## src/hw/rpq_pkg.sv

```systemverilog
// package for the remote packet qualifier handler
// assumes a byte-wide receive and transmit character stream from a uart
package rpq_pkg;
  localparam logic [7:0] CH_SOP_RX  = 8'h3c;
  localparam logic [7:0] CH_SOP_TX  = 8'h3e;
  localparam logic [7:0] CH_DELIM   = 8'h2f;
  localparam logic [7:0] CH_ASSIGN  = 8'h3d;
  localparam logic [7:0] CH_QUERY   = 8'h3f;
  localparam logic [7:0] CH_UNKNOWN = 8'h21;
  localparam logic [7:0] CH_MODE    = 8'h2a;
  localparam logic [7:0] CH_BUSY    = 8'h23;
  localparam logic [7:0] CH_ABSENT  = 8'h24;
  localparam logic [7:0] CH_CR      = 8'h0d;
  localparam logic [7:0] CH_LF      = 8'h0a;
  localparam logic [7:0] CH_ZERO    = 8'h30;
  localparam logic [7:0] CH_NINE    = 8'h39;
  localparam logic [7:0] CH_PERIOD  = 8'h2e;
  localparam logic [7:0] CH_COMMA   = 8'h2c;
  localparam logic [7:0] CH_UC_A    = 8'h41;
  localparam logic [7:0] CH_UC_Z    = 8'h5a;
  localparam logic [7:0] CH_LC_A    = 8'h61;
  localparam logic [7:0] CH_LC_Z    = 8'h7a;
  localparam int         ADDR_LEN   = 4;
  localparam int         CODE_LEN   = 3;
  localparam int         ARG_MAX    = 8;
  localparam int         CLK_HZ     = 10_000_000;
  localparam int         HW_GAP_MS  = 100;
  localparam int         HW_GAP_CYC = CLK_HZ / 1000 * HW_GAP_MS;

  // receive parser states, gray along the normal path from RPQ_IDLE up to RPQ_ARGS
  typedef enum logic [2:0] {
    RPQ_IDLE = 3'b000,
    RPQ_ADDR = 3'b001,
    RPQ_DLM  = 3'b011,
    RPQ_CODE = 3'b010,
    RPQ_QUAL = 3'b110,
    RPQ_ARGS = 3'b111,
    RPQ_SKIP = 3'b101
  } rpq_rx_state_t;

  function automatic logic rpq_is_alpha(input logic [7:0] c);
    return (c >= CH_UC_A && c <= CH_UC_Z) || (c >= CH_LC_A && c <= CH_LC_Z);
  endfunction

  function automatic logic rpq_is_arg(input logic [7:0] c);
    return (c >= CH_ZERO && c <= CH_NINE) || c == CH_PERIOD || c == CH_COMMA;
  endfunction
endpackage

```

## src/hw/rpq_pkt_if.sv

```systemverilog
// interface carrying one completed, parsed packet from parser to responder
// assumes a single clock domain; done is a one-cycle pulse
interface rpq_pkt_if;
  logic                              done;     // packet terminated
  logic                              bad;      // framing or argument fault
  logic [rpq_pkg::ADDR_LEN*8-1:0]   addr;     // target address characters
  logic [rpq_pkg::CODE_LEN*8-1:0]   code;     // instruction code characters
  logic                              is_set;   // assignment qualifier seen
  logic [rpq_pkg::ARG_MAX*8-1:0]    args;     // arguments, first in low byte
  logic [3:0]                        arg_len;  // number of argument bytes
  logic                              busy;     // packet under evaluation or transmitter still replying

  modport parser (output done, bad, addr, code, is_set, args, arg_len, input busy);
  modport resp   (input done, bad, addr, code, is_set, args, arg_len, output busy);
endinterface

```

## src/hw/rpq_rx_parse.sv

```systemverilog
// packet collector: frames controller packets from a received byte stream
// assumes rx_valid pulses once per byte from a uart on clk (8-N-1 done there)
module rpq_rx_parse (
  input  wire logic        clk,       // system clock
  input  wire logic        rst,       // async reset, high
  input  wire logic        rx_valid,  // received byte strobe
  input  wire logic [7:0]  rx_data,   // received byte
  rpq_pkt_if.parser        pkt        // parsed packet out
);
  rpq_pkg::rpq_rx_state_t st_r, st_nxt;
  logic [3:0] cnt_r;
  logic       bad_r;
  logic       last_addr;
  logic       last_code;

  assign last_addr = (cnt_r == 4'(rpq_pkg::ADDR_LEN - 1));
  assign last_code = (cnt_r == 4'(rpq_pkg::CODE_LEN - 1));

  always_comb
  begin
    st_nxt = st_r;
    if (rx_valid)
    begin
      if (rx_data == rpq_pkg::CH_SOP_RX)
        st_nxt = pkt.busy ? rpq_pkg::RPQ_IDLE : rpq_pkg::RPQ_ADDR;
      else
        case (st_r)
          rpq_pkg::RPQ_ADDR: if (last_addr) st_nxt = rpq_pkg::RPQ_DLM;
          rpq_pkg::RPQ_DLM:  st_nxt = rpq_pkg::RPQ_CODE;
          rpq_pkg::RPQ_CODE: if (last_code) st_nxt = rpq_pkg::RPQ_QUAL;
          rpq_pkg::RPQ_QUAL: st_nxt = rpq_pkg::RPQ_ARGS;
          rpq_pkg::RPQ_ARGS: if (rx_data == rpq_pkg::CH_CR) st_nxt = rpq_pkg::RPQ_IDLE;
          default:           st_nxt = rpq_pkg::RPQ_IDLE;
        endcase
    end
  end

  always_ff @(posedge clk or posedge rst)
  begin
    if (rst)
    begin
      st_r        <= rpq_pkg::RPQ_IDLE;
      cnt_r       <= 4'h0;
      bad_r       <= 1'b0;
      pkt.done    <= 1'b0;
      pkt.bad     <= 1'b0;
      pkt.addr    <= '0;
      pkt.code    <= '0;
      pkt.is_set  <= 1'b0;
      pkt.args    <= '0;
      pkt.arg_len <= 4'h0;
    end
    else
    begin
      st_r     <= st_nxt;
      pkt.done <= 1'b0;
      if (rx_valid)
      begin
        if (rx_data == rpq_pkg::CH_SOP_RX)
        begin
          cnt_r       <= 4'h0;
          bad_r       <= 1'b0;
          pkt.arg_len <= 4'h0;
          pkt.args    <= '0;
        end
        else
          case (st_r)
            rpq_pkg::RPQ_ADDR:
            begin
              pkt.addr[cnt_r*8 +: 8] <= rx_data;
              cnt_r <= last_addr ? 4'h0 : cnt_r + 4'h1;
            end
            rpq_pkg::RPQ_DLM:
              if (rx_data != rpq_pkg::CH_DELIM) bad_r <= 1'b1;
            rpq_pkg::RPQ_CODE:
            begin
              if (!rpq_pkg::rpq_is_alpha(rx_data)) bad_r <= 1'b1;
              pkt.code[cnt_r*8 +: 8] <= rx_data;
              cnt_r <= last_code ? 4'h0 : cnt_r + 4'h1;
            end
            rpq_pkg::RPQ_QUAL:
            begin
              pkt.is_set <= (rx_data == rpq_pkg::CH_ASSIGN);
              if (rx_data != rpq_pkg::CH_ASSIGN && rx_data != rpq_pkg::CH_QUERY)
                bad_r <= 1'b1;
            end
            rpq_pkg::RPQ_ARGS:
              if (rx_data == rpq_pkg::CH_CR)
              begin
                pkt.done <= 1'b1;
                pkt.bad  <= bad_r;
              end
              else if (!rpq_pkg::rpq_is_arg(rx_data) ||
                       pkt.arg_len == 4'(rpq_pkg::ARG_MAX))
                bad_r <= 1'b1;
              else
              begin
                pkt.args[pkt.arg_len*8 +: 8] <= rx_data;
                pkt.arg_len <= pkt.arg_len + 4'h1;
              end
            default: ;
          endcase
      end
    end
  end
endmodule // rpq_rx_parse

```

## src/hw/rpq_tx_reply.sv

```systemverilog
// reply transmitter: serialises one reply packet byte by byte
// assumes tx_ready from the uart; holds the link until the line feed goes out
module rpq_tx_reply (
  input  wire logic                            clk,      // system clock
  input  wire logic                            rst,      // async reset, high
  input  wire logic                            start,    // begin reply pulse
  input  wire logic [rpq_pkg::ADDR_LEN*8-1:0] addr,     // echoed address
  input  wire logic [rpq_pkg::CODE_LEN*8-1:0] code,     // echoed code
  input  wire logic [7:0]                      qual,     // reply qualifier
  input  wire logic                            val_en,   // append value byte
  input  wire logic [7:0]                      val,      // value character
  input  wire logic                            tx_ready, // uart can take byte
  output logic                                 tx_valid, // byte offered
  output logic [7:0]                           tx_data,  // byte
  output logic                                 busy      // reply in progress
);
  logic [3:0] idx_r;
  logic [7:0] byte_sel;
  logic       last;
  logic [3:0] idx_last;

  // reply layout: > a a a a / c c c q [v] cr lf
  assign idx_last = val_en ? 4'd12 : 4'd11;
  assign last     = (idx_r == idx_last);

  always_comb
  begin
    byte_sel = rpq_pkg::CH_LF;
    if (idx_r == 4'd0)
      byte_sel = rpq_pkg::CH_SOP_TX;
    else if (idx_r <= 4'd4)
      byte_sel = addr[(idx_r - 4'd1)*8 +: 8];
    else if (idx_r == 4'd5)
      byte_sel = rpq_pkg::CH_DELIM;
    else if (idx_r <= 4'd8)
      byte_sel = code[(idx_r - 4'd6)*8 +: 8];
    else if (idx_r == 4'd9)
      byte_sel = qual;
    else if (val_en && idx_r == 4'd10)
      byte_sel = val;
    else if (idx_r == idx_last - 4'd1)
      byte_sel = rpq_pkg::CH_CR;
  end

  always_ff @(posedge clk or posedge rst)
  begin
    if (rst)
    begin
      busy     <= 1'b0;
      idx_r    <= 4'h0;
      tx_valid <= 1'b0;
      tx_data  <= 8'h00;
    end
    else if (!busy)
    begin
      if (start)
      begin
        busy  <= 1'b1;
        idx_r <= 4'h0;
      end
    end
    else if (!tx_valid)
    begin
      tx_valid <= 1'b1;
      tx_data  <= byte_sel;
    end
    else if (tx_ready)
    begin
      tx_valid <= 1'b0;
      idx_r    <= idx_r + 4'h1;
      if (last)
        busy <= 1'b0;
    end
  end
endmodule // rpq_tx_reply

```

## src/hw/rpq_handler.sv

```systemverilog
// remote packet qualifier handler: top level
// assumes uart bytes on clk, parameter store and mode/fit status from the unit
//
// Contract
// - assignment qualifier writes the arguments into the selected parameter
// - query qualifier returns the selected parameter's present value
// - query reply is code, =, value; 1 enabled, 0 disabled
// - accepted set is echoed as code and = with no arguments
// - invalid set argument answers code and ?, parameter untouched
// - unknown instruction code is echoed followed by !
// - set forbidden by current mode answers code and *
// - hardware configuration set while hardware busy answers code and #
// - absent converter module answers with $ qualifier
// - arguments optional; only digits, period and comma are valid
// - every reply ends with carriage return then line feed
// - nothing is acted on before the packet terminator arrives
// - packets start with < inbound and > outbound, nowhere else
// - instruction code is exactly three letters of either case
// - reply carries the same four-character address as the request
// - characters are 8-N-1 asynchronous, framed by the uart
module rpq_handler #(
  parameter int HW_GAP = rpq_pkg::HW_GAP_CYC  // hardware settle cycles
) (
  input  wire logic        clk,         // 10 MHz system clock
  input  wire logic        rst,         // async reset, high
  input  wire logic        rx_valid,    // byte from uart receiver
  input  wire logic [7:0]  rx_data,     // received byte
  input  wire logic        tx_ready,    // uart transmitter ready
  input  wire logic        code_known,  // code lookup hit, from command table
  input  wire logic        code_hw,     // code is hardware configuration
  input  wire logic        code_valid_arg, // arguments legal for code
  input  wire logic        mode_lock,   // mode forbids change, e.g. standby
  input  wire logic        module_fit,  // addressed converter fitted
  input  wire logic        addr_match,  // address is ours
  input  wire logic [7:0]  param_val,   // present value character of code
  output logic             tx_valid,    // byte offered to uart
  output logic [7:0]       tx_data,     // byte to send
  output logic             lookup_req,  // hold code for lookup, level
  output logic [23:0]      lookup_code, // instruction code for lookup
  output logic             param_wr,    // write parameter pulse
  output logic [63:0]      param_args,  // argument bytes to store
  output logic [3:0]       param_len    // argument count
);
  // the busy window check watches eight cycles, so gaps under nine cycles are refused
  if (HW_GAP < 9)
  begin : g_gap_chk
    $error("hw gap must be at least nine cycles");
  end

  rpq_pkt_if pkt ();

  logic       sync1_r;
  logic       sync2_r;
  logic [7:0] d1_r;
  logic [7:0] d2_r;
  logic       v1_r;
  logic       v2_r;
  logic       eval_r;
  logic       start_r;
  logic [7:0] qual_r;
  logic       val_en_r;
  logic [31:0] gap_r;
  logic       hw_busy;
  logic       bad_arg;
  logic [7:0] qual_sel;
  logic       tx_busy;
  logic       tx_valid_w;
  logic [7:0] tx_data_w;

  // bytes arrive already framed 8-N-1 by the uart
  // rx byte stream comes from the uart on clk, but its strobe is registered
  // twice here so the lookup table has a cycle to settle
  always_ff @(posedge clk or posedge rst)
  begin
    if (rst)
    begin
      v1_r <= 1'b0;
      v2_r <= 1'b0;
      d1_r <= 8'h00;
      d2_r <= 8'h00;
    end
    else
    begin
      v1_r <= rx_valid;
      v2_r <= v1_r;
      d1_r <= rx_data;
      d2_r <= d1_r;
    end
  end

  rpq_rx_parse u_parse (
    .clk      (clk),
    .rst      (rst),
    .rx_valid (v2_r),
    .rx_data  (d2_r),
    .pkt      (pkt)
  );

  assign pkt.busy = tx_busy || eval_r || start_r;
  assign hw_busy  = (gap_r != 32'h0);
  assign bad_arg  = pkt.bad || (pkt.is_set && !code_valid_arg);

  assign qual_sel = !module_fit                ? rpq_pkg::CH_ABSENT  :
                    !code_known                ? rpq_pkg::CH_UNKNOWN :
                    bad_arg                    ? rpq_pkg::CH_QUERY   :
                    pkt.is_set && mode_lock    ? rpq_pkg::CH_MODE    :
                    pkt.is_set && code_hw && hw_busy ? rpq_pkg::CH_BUSY :
                    rpq_pkg::CH_ASSIGN;

  // a packet arriving while a reply is pending is dropped by the parser, so
  // the address and code echoed below stay put until the line feed is out
  // evaluation runs one cycle after the packet completes so the lookup has
  // the stable code; replies only to our address
  always_ff @(posedge clk or posedge rst)
  begin
    if (rst)
    begin
      eval_r      <= 1'b0;
      start_r     <= 1'b0;
      qual_r      <= rpq_pkg::CH_ASSIGN;
      val_en_r    <= 1'b0;
      param_wr    <= 1'b0;
      gap_r       <= 32'h0;
      lookup_req  <= 1'b0;
      lookup_code <= 24'h0;
      param_args  <= 64'h0;
      param_len   <= 4'h0;
    end
    else
    begin
      start_r  <= 1'b0;
      param_wr <= 1'b0;
      eval_r   <= pkt.done;
      if (hw_busy)
        gap_r <= gap_r - 32'h1;
      if (pkt.done)
      begin
        lookup_req  <= 1'b1;
        lookup_code <= pkt.code;
        param_args  <= pkt.args;
        param_len   <= pkt.arg_len;
      end
      if (eval_r)
      begin
        lookup_req <= 1'b0;
        if (addr_match)
        begin
          start_r  <= 1'b1;
          qual_r   <= qual_sel;
          // query answered with value, code = value
          val_en_r <= !pkt.is_set && qual_sel == rpq_pkg::CH_ASSIGN;
          if (pkt.is_set && qual_sel == rpq_pkg::CH_ASSIGN)
          begin
            param_wr <= 1'b1;
            if (code_hw)
              gap_r <= 32'(HW_GAP);
          end
        end
      end
    end
  end

  rpq_tx_reply u_tx (
    .clk      (clk),
    .rst      (rst),
    .start    (start_r),
    .addr     (pkt.addr),
    .code     (pkt.code),
    .qual     (qual_r),
    .val_en   (val_en_r),
    .val      (param_val),
    .tx_ready (tx_ready),
    .tx_valid (tx_valid_w),
    .tx_data  (tx_data_w),
    .busy     (tx_busy)
  );

  assign tx_valid = tx_valid_w;
  assign tx_data  = tx_data_w;
endmodule // rpq_handler

```

## config.mk

```make
export PLATFORM = sky130hd
export DESIGN_NAME = rpq_handler
export DESIGN_NICKNAME = d
export VERILOG_FILES = /design/src/hw/rpq_pkg.sv /design/src/hw/rpq_pkt_if.sv /design/src/hw/rpq_rx_parse.sv /design/src/hw/rpq_tx_reply.sv /design/src/hw/rpq_handler.sv
export SDC_FILE = /design/constraint.sdc
export NUM_CORES = 1
export LEC_CHECK = 0
export BUFFER_PORTS_ARGS = -buffer_cell sky130_fd_sc_hd__buf_4
export CAP_MARGIN = 25
export CORE_MARGIN = 2
export CORE_UTILIZATION = 40
export CTS_CLUSTER_SIZE = 25
export DETAILED_ROUTE_END_ITERATION = 8
export MAX_ROUTING_LAYER = met4
export PLACE_DENSITY = 0.62
export SLEW_MARGIN = 20
export SYNTH_ARGS = -nofsm -noshare
export SYNTH_HDL_FRONTEND = slang
export SYNTH_SLANG_ARGS = --single-unit
```

## constraint.sdc

```tcl
create_clock -name clk -period 10.16 [get_ports clk]
set_input_delay 1.524 -clock clk [delete_from_list [all_inputs] [get_ports clk]]
set_output_delay 1.524 -clock clk [all_outputs]
set_load 0.05 [all_outputs]
```

======== Yosys cells after proc, flatten, opt, wreduce, memory -nomap -nowiden ========
Index checks and enable logic that the tools add are counted.
word-level totals
  flip-flop bits (word level) ............. 304
  word-level logic and storage cells ...... 196
  output and inout bits ................... 103
cells by class
  add/sub/neg operators ................... 9
  bitwise logic cells ..................... 2
  reduce and logical (&&, ||, !) cells .... 39
  equal/unequal tests ..................... 34
  $lt $le $gt $ge ......................... 8
  mux-type cells .......................... 68
  shift operators ......................... 8
operator list
  cell                       number
  $mux W64                   4
  $mux W32                   5
  $neg A7 Y34                2
  $bwmux W64                 1
  $shift A8 B34 Y64 const A  1
  $shiftx A8 B34 Y64         1
  $mux W8                    6
  $mux W4                    11
  $shift A8 B34 Y24 const A  1
  $shift A8 B34 Y32 const A  1
  $shiftx A8 B34 Y24         1
  $shiftx A8 B34 Y32         1
  $shiftx A24 B33 Y8         1
  $shiftx A32 B33 Y8         1
  $bwmux W32                 1
  $eq A8 B6 Y1 const B       4
  $reduce_bool A32 Y1        1
  $sub A32 B1 Y32 const B    1
  $mux W1                    25
  $mux W5                    5
  $bwmux W24                 1
  $ne A8 B6 Y1 const B       3
  $mux W3                    6
  $ne A3 B1 Y1 const B       6
  37 further kinds           78

======== Depth between registers and ports, before layout ========
  depth after elaboration ................. 12
  mapped depth ............................ 10
  depth with buffers taken out ............ 7

======== By module ========
A second synthesis with hierarchy kept.
second synthesis, totals
  cell total of the unflattened synthesis .. 1092
  area, all modules ....................... 13530.5 µm²
by module, submodules not included
  module        instances  cells an instance  area each (µm²)
  rpq_rx_parse  1          505                6104.6
  rpq_handler   1          413                5899.4
  rpq_tx_reply  1          174                1526.5

======== Worst setup path before layout ========
No wires, ideal clock.
  kind .................................... register to register
  from .................................... reg u_parse.cnt_r[0]
  to ...................................... reg u_parse.pkt.code[11]
  required time ........................... 10035 ps
  arrival time ............................ 2915 ps
  setup slack ............................. 7121 ps
  stages on the path, launching flop included .. 11
  period minus slack after synthesis ...... 3039 ps
  cell sequence ........................... dfrtp_1 > buf_6 > clkbuf_1 > or3_1 > ha_1 > nor4b_1 > nand2_1 > a2111oi_4 > and4_1 > buf_4 > mux2_2
on the way
  word-level cells in the longest chain between the ends .. 3
  elaborated cells between the ends (all ways) .. 4
  those cells by class .................... add/sub: 1; shift: 2; mux: 1
ends and longest elaborated chain
  element                                                         line                source
  start, declared                                                 rpq_rx_parse.sv:11  logic [3:0] cnt_r;
  start signal, assigned                                          rpq_rx_parse.sv:71  cnt_r <= last_addr ? 4'h0 : cnt_r + 4'h1;
  start signal, assigned                                          rpq_rx_parse.sv:79  cnt_r <= last_code ? 4'h0 : cnt_r + 4'h1;
  $neg A7 Y34 (*)                                                 rpq_rx_parse.sv:78  pkt.code[cnt_r*8 +: 8] <= rx_data;
  $shiftx A8 B34 Y24 / $shift A8 B34 Y24 (equally long branches)  rpq_rx_parse.sv:78
  $bwmux W24 (*)                                                  rpq_rx_parse.sv:78
  end signal, assigned by index                                   rpq_rx_parse.sv:78
  end, declared                                                   rpq_pkt_if.sv:13    modport parser (output done, bad, addr, code, is_set, args, arg_len, input busy);
Mark *: on every way between the ends. The rest lies on a longest branch, timed or not.
A chain may end at the register's enable or synchronous reset.

======== Worst setup path after layout ========
  from .................................... reg u_parse.cnt_r[0]
  to ...................................... reg u_parse.pkt.code[15]
The elaborated chain is that of the path after synthesis.

==> results.md <==
- Pin count of the biggest net entering global routing: 151
- Period utilization: a little over a third
- Least-Margin Pin Slew: approximately 0.89 ns
- Required time of the worst setup path: about 11 ns
- Hold Crit Class: register to register
- Commonest cells after routing, fill and taps aside: dfrtp_1 (296), mux2_2 (150), buf_4 (134)
- Core Region: 0.0334 mm^2
- Worst r2r src: u_parse.cnt_r[0]$_DFFE_PP0P_
- Via/cell ratio: roughly 5.4
- Cell Pwr Density: 204 mW/mm^2
- Ant. Diodes: 0
- CTS clk-pin slew, worst paths: 0.05 ns
- Storage element area: 0.00754 mm^2
- Hold Path Stages: 0
- Initial DRT Pass Iterations: 7
- Port Buf Inserts: 128
- Vias after detailed routing: 9,122
- Critical Path Source Type: register
- Clock sinks: ~300
- First-pass GRT wire length: 51,800 um
- Clock Skew: 0.0325 ns
- Met3 track demand over resource: roughly 3.3%
- Busiest grt layer: met2
- Ranking of synthesized cells by area: dfrtp_1 (55%), mux2_2 (13%), mux2i_1 (2.8%)
- Global Route met1 Usage: 27.0%
- Distinct cells, synth: 80
- Worst path cell trace: or3_1, ha_1, nor4b_1, nand2_1, a2111oi_4, and4_1, mux2_2
- Layout Nets: 1,250
- Clk_lat worst skew: 0.53 ns
- Hold bufs inserted after CTS: 0
- Worst hold slack: ~0.35 ns
- Reg2reg path depth: 7
- Crit Path Max Fanout: 21
- Status: finished, final reports clean
- Chip height: 187 um
- R2r setup slk: around 6.6 ns
- Design area: 0.0160 mm^2
- Sequential area share after synthesis: 56.0%
- DR WL/cell: 19.0 um
- Pre-CTS setup slack: 6.61 ns
- Mapped Cells: 1,089
- Fin. Hold Viols: 0
- Area share of the largest cell type after synthesis: around 55%
- Syn Std Cell Area: 0.0135 mm^2
- Post-CTS sizing: 0
- RD Place Congestion: around 0.86
- Fill cells: 3,109
- EDFF count, synth: 0
- Worst slew margin: 40.4%
- Most used DFF post-synth: dfrtp_1
- H-tree depth: 2
- Die width: 187 um
- Grt met2 use: 28.5%
- # DRC: 0
- ANT nets after route: 0
- Final WS setup: 6.56 ns
- Vias in the first global route: between 9,000 and 10,000
- Area post-placement: roughly 0.015 mm^2
- Postcts setup bufs: 0
- Number of placed I/O pins: 129
- Worst Path Arrival: 4.00 ns
- Root Buffer: clkbuf_16
- Final HPWL DP: 21,500 um
- Max cap viols: 0
- CTS Buffer Depth: 3
- Hold path startpoint: d1_r[2]$_DFF_PP0_
- Final WL: about 32,000 um
- All-Layer GR Usage: 18.9%
- End point of the worst hold path: d2_r[2]$_DFF_PP0_
- Slowest stage delay, CP: 0.63 ns
- Max Slew Vio Count: 0
- Reg-to-reg critical path endpoint: u_parse.pkt.code[15]$_DFFE_PP0P_
- Multi-input logic area: roughly 0.0056 mm^2
- Share of post-route cells with drive strength above 1: 30.7%
- Slowest stage cell on the critical path: a2111oi_4
- Final setup viols: 0
- TNS Setup: 0 ns
- Share of the core filled with cells: 47.9%
- Standard-cell rows: 67
- Synth Net Count: 1,132
- Synthesis-stage register bit count: 301
- Ys Warns: 0
- RSZ-0062 raised after global routing: no
- Max rail drop VDD: 117 uV
- Commonest non-fill, non-tap cell in the layout: dfrtp_1
- Initial antenna violation count: 0
- Post-synth ARST share: 100%
- Crit Path Class: register to register
- CTS Buf Count: 35
- Die ar.: 0.0352 mm^2
- CTS tree: yes
- GRT overflow: 0
- Pleak: 0.00764 uW
- Max Freq: 278 MHz
- Starting DRT DRC Count: 771
- Leading area contributor after synthesis: dfrtp_1
- Initial Util: 40.4%
- Avg Cell Area, Syn: 12.4 um^2
- Tmin final: roughly 3.6 ns
- Area Overhead vs Synth: 18.6%
- Crit. End Element: register
[metrics by stage]
stage	total power (uW)	cells
2_1_floorplan	1870	1089
3_3_place_gp	2040	1617
5_1_grt	3420	1682
3_5_place_dp	2040	1617
4_1_cts	3280	1681
6_report	3250	1682
[power breakdown]
part	switching, uW	internal (uW)	total, uW
clock	497	721	1220
sequential	117	1260	1380
combinational	402	248	650
total	1020	2230	3250
[flip-flops by register name, summed over array words and instances (netlist names), 3 cells and up]
| name | cells |
|---|---|
| param_args | 64 |
| u_parse.pkt.args | 64 |
| gap_r | 32 |
| u_parse.pkt.addr | 32 |
| lookup_code | 24 |
| u_parse.pkt.code | 24 |
| d1_r | 8 |
| d2_r | 8 |
| u_tx.tx_data | 8 |
| qual_r | 5 |
| param_len | 4 |
| u_parse.cnt_r | 4 |
| u_parse.pkt.arg_len | 4 |
| u_tx.idx_r | 4 |
| u_parse.st_r | 3 |
[critical path: cells and delay by family, from the launching register on]
kind	cells	cell delay [ns]
AO/OA/AOI/OAI	1	0.63
adder cells (fa/ha/maj)	1	0.47
flip-flops	1	0.55
multiplexers	1	0.39
AND/OR/NAND/NOR	4	1.45
[Yosys cell counts (all sizes together), types with 15 or more instances]
library cell	number
a21oi	19
and2	20
and3	19
clkbuf	42
dfrtp	297
ha	17
inv	32
mux2	150
mux2i	38
nand2	83
nand2b	15
nand3	19
nor2	49
nor3	18
nor4	21
o21ai	29
xnor2	16
[worst max-delay path by stage]
stage / startpoint / endpoint / slack, ns / cells past startpoint
after floorplan: rst / d1_r[0]$_DFF_PP0_ / 0.33 / 1
final: u_parse.cnt_r[0]$_DFFE_PP0P_ / u_parse.pkt.code[15]$_DFFE_PP0P_ / 6.56 / 7
after global routing: u_parse.cnt_r[0]$_DFFE_PP0P_ / u_parse.pkt.code[15]$_DFFE_PP0P_ / 6.38 / 7
after CTS: u_parse.cnt_r[0]$_DFFE_PP0P_ / u_parse.pkt.code[15]$_DFFE_PP0P_ / 6.60 / 7
after global placement: u_parse.cnt_r[0]$_DFFE_PP0P_ / u_parse.pkt.code[12]$_DFFE_PP0P_ / 6.62 / 7
after detailed placement: rst / param_args[46]$_DFFE_PP0P_ / 6.61 / 3
[cell families after synthesis]
family          count (synthesis)  share of synthesized area, %
mux                           196                          16.7
simple gates                  320                          13.6
xor+xnor                       24                          1.56
flops                         301                          56.0
buf+inv                        86                          2.73
fa+ha+maj                      17                          1.58
compound gates                145                          7.85
[layout make-up]
| class | count | area share (%) |
|---|---|---|
| Sequential cell | 301 | 47.2 |
| Multi-Input combinational cell | 702 | 34.8 |
| Timing Repair Buffer | 135 | 6.47 |
| Clock buffer | 52 | 6.32 |
| Tap cell | 448 | 3.51 |
| Inverter | 32 | 0.831 |
| Clock inverter | 12 | 0.799 |
[routing by layer]
| metal | wire length (um) | vias up | share of wire (%) |
|---|---|---|---|
| met5 | 0 | - | 0 |
| met2 | 14900 | 247 | 47 |
| met1 | 15000 | 4672 | 47 |
| met4 | 431 | 0 | 1.3 |
| li1 | - | 4168 | - |
| met3 | 1710 | 35 | 5.3 |
Note: power is estimated with default switching activity, not from simulation.
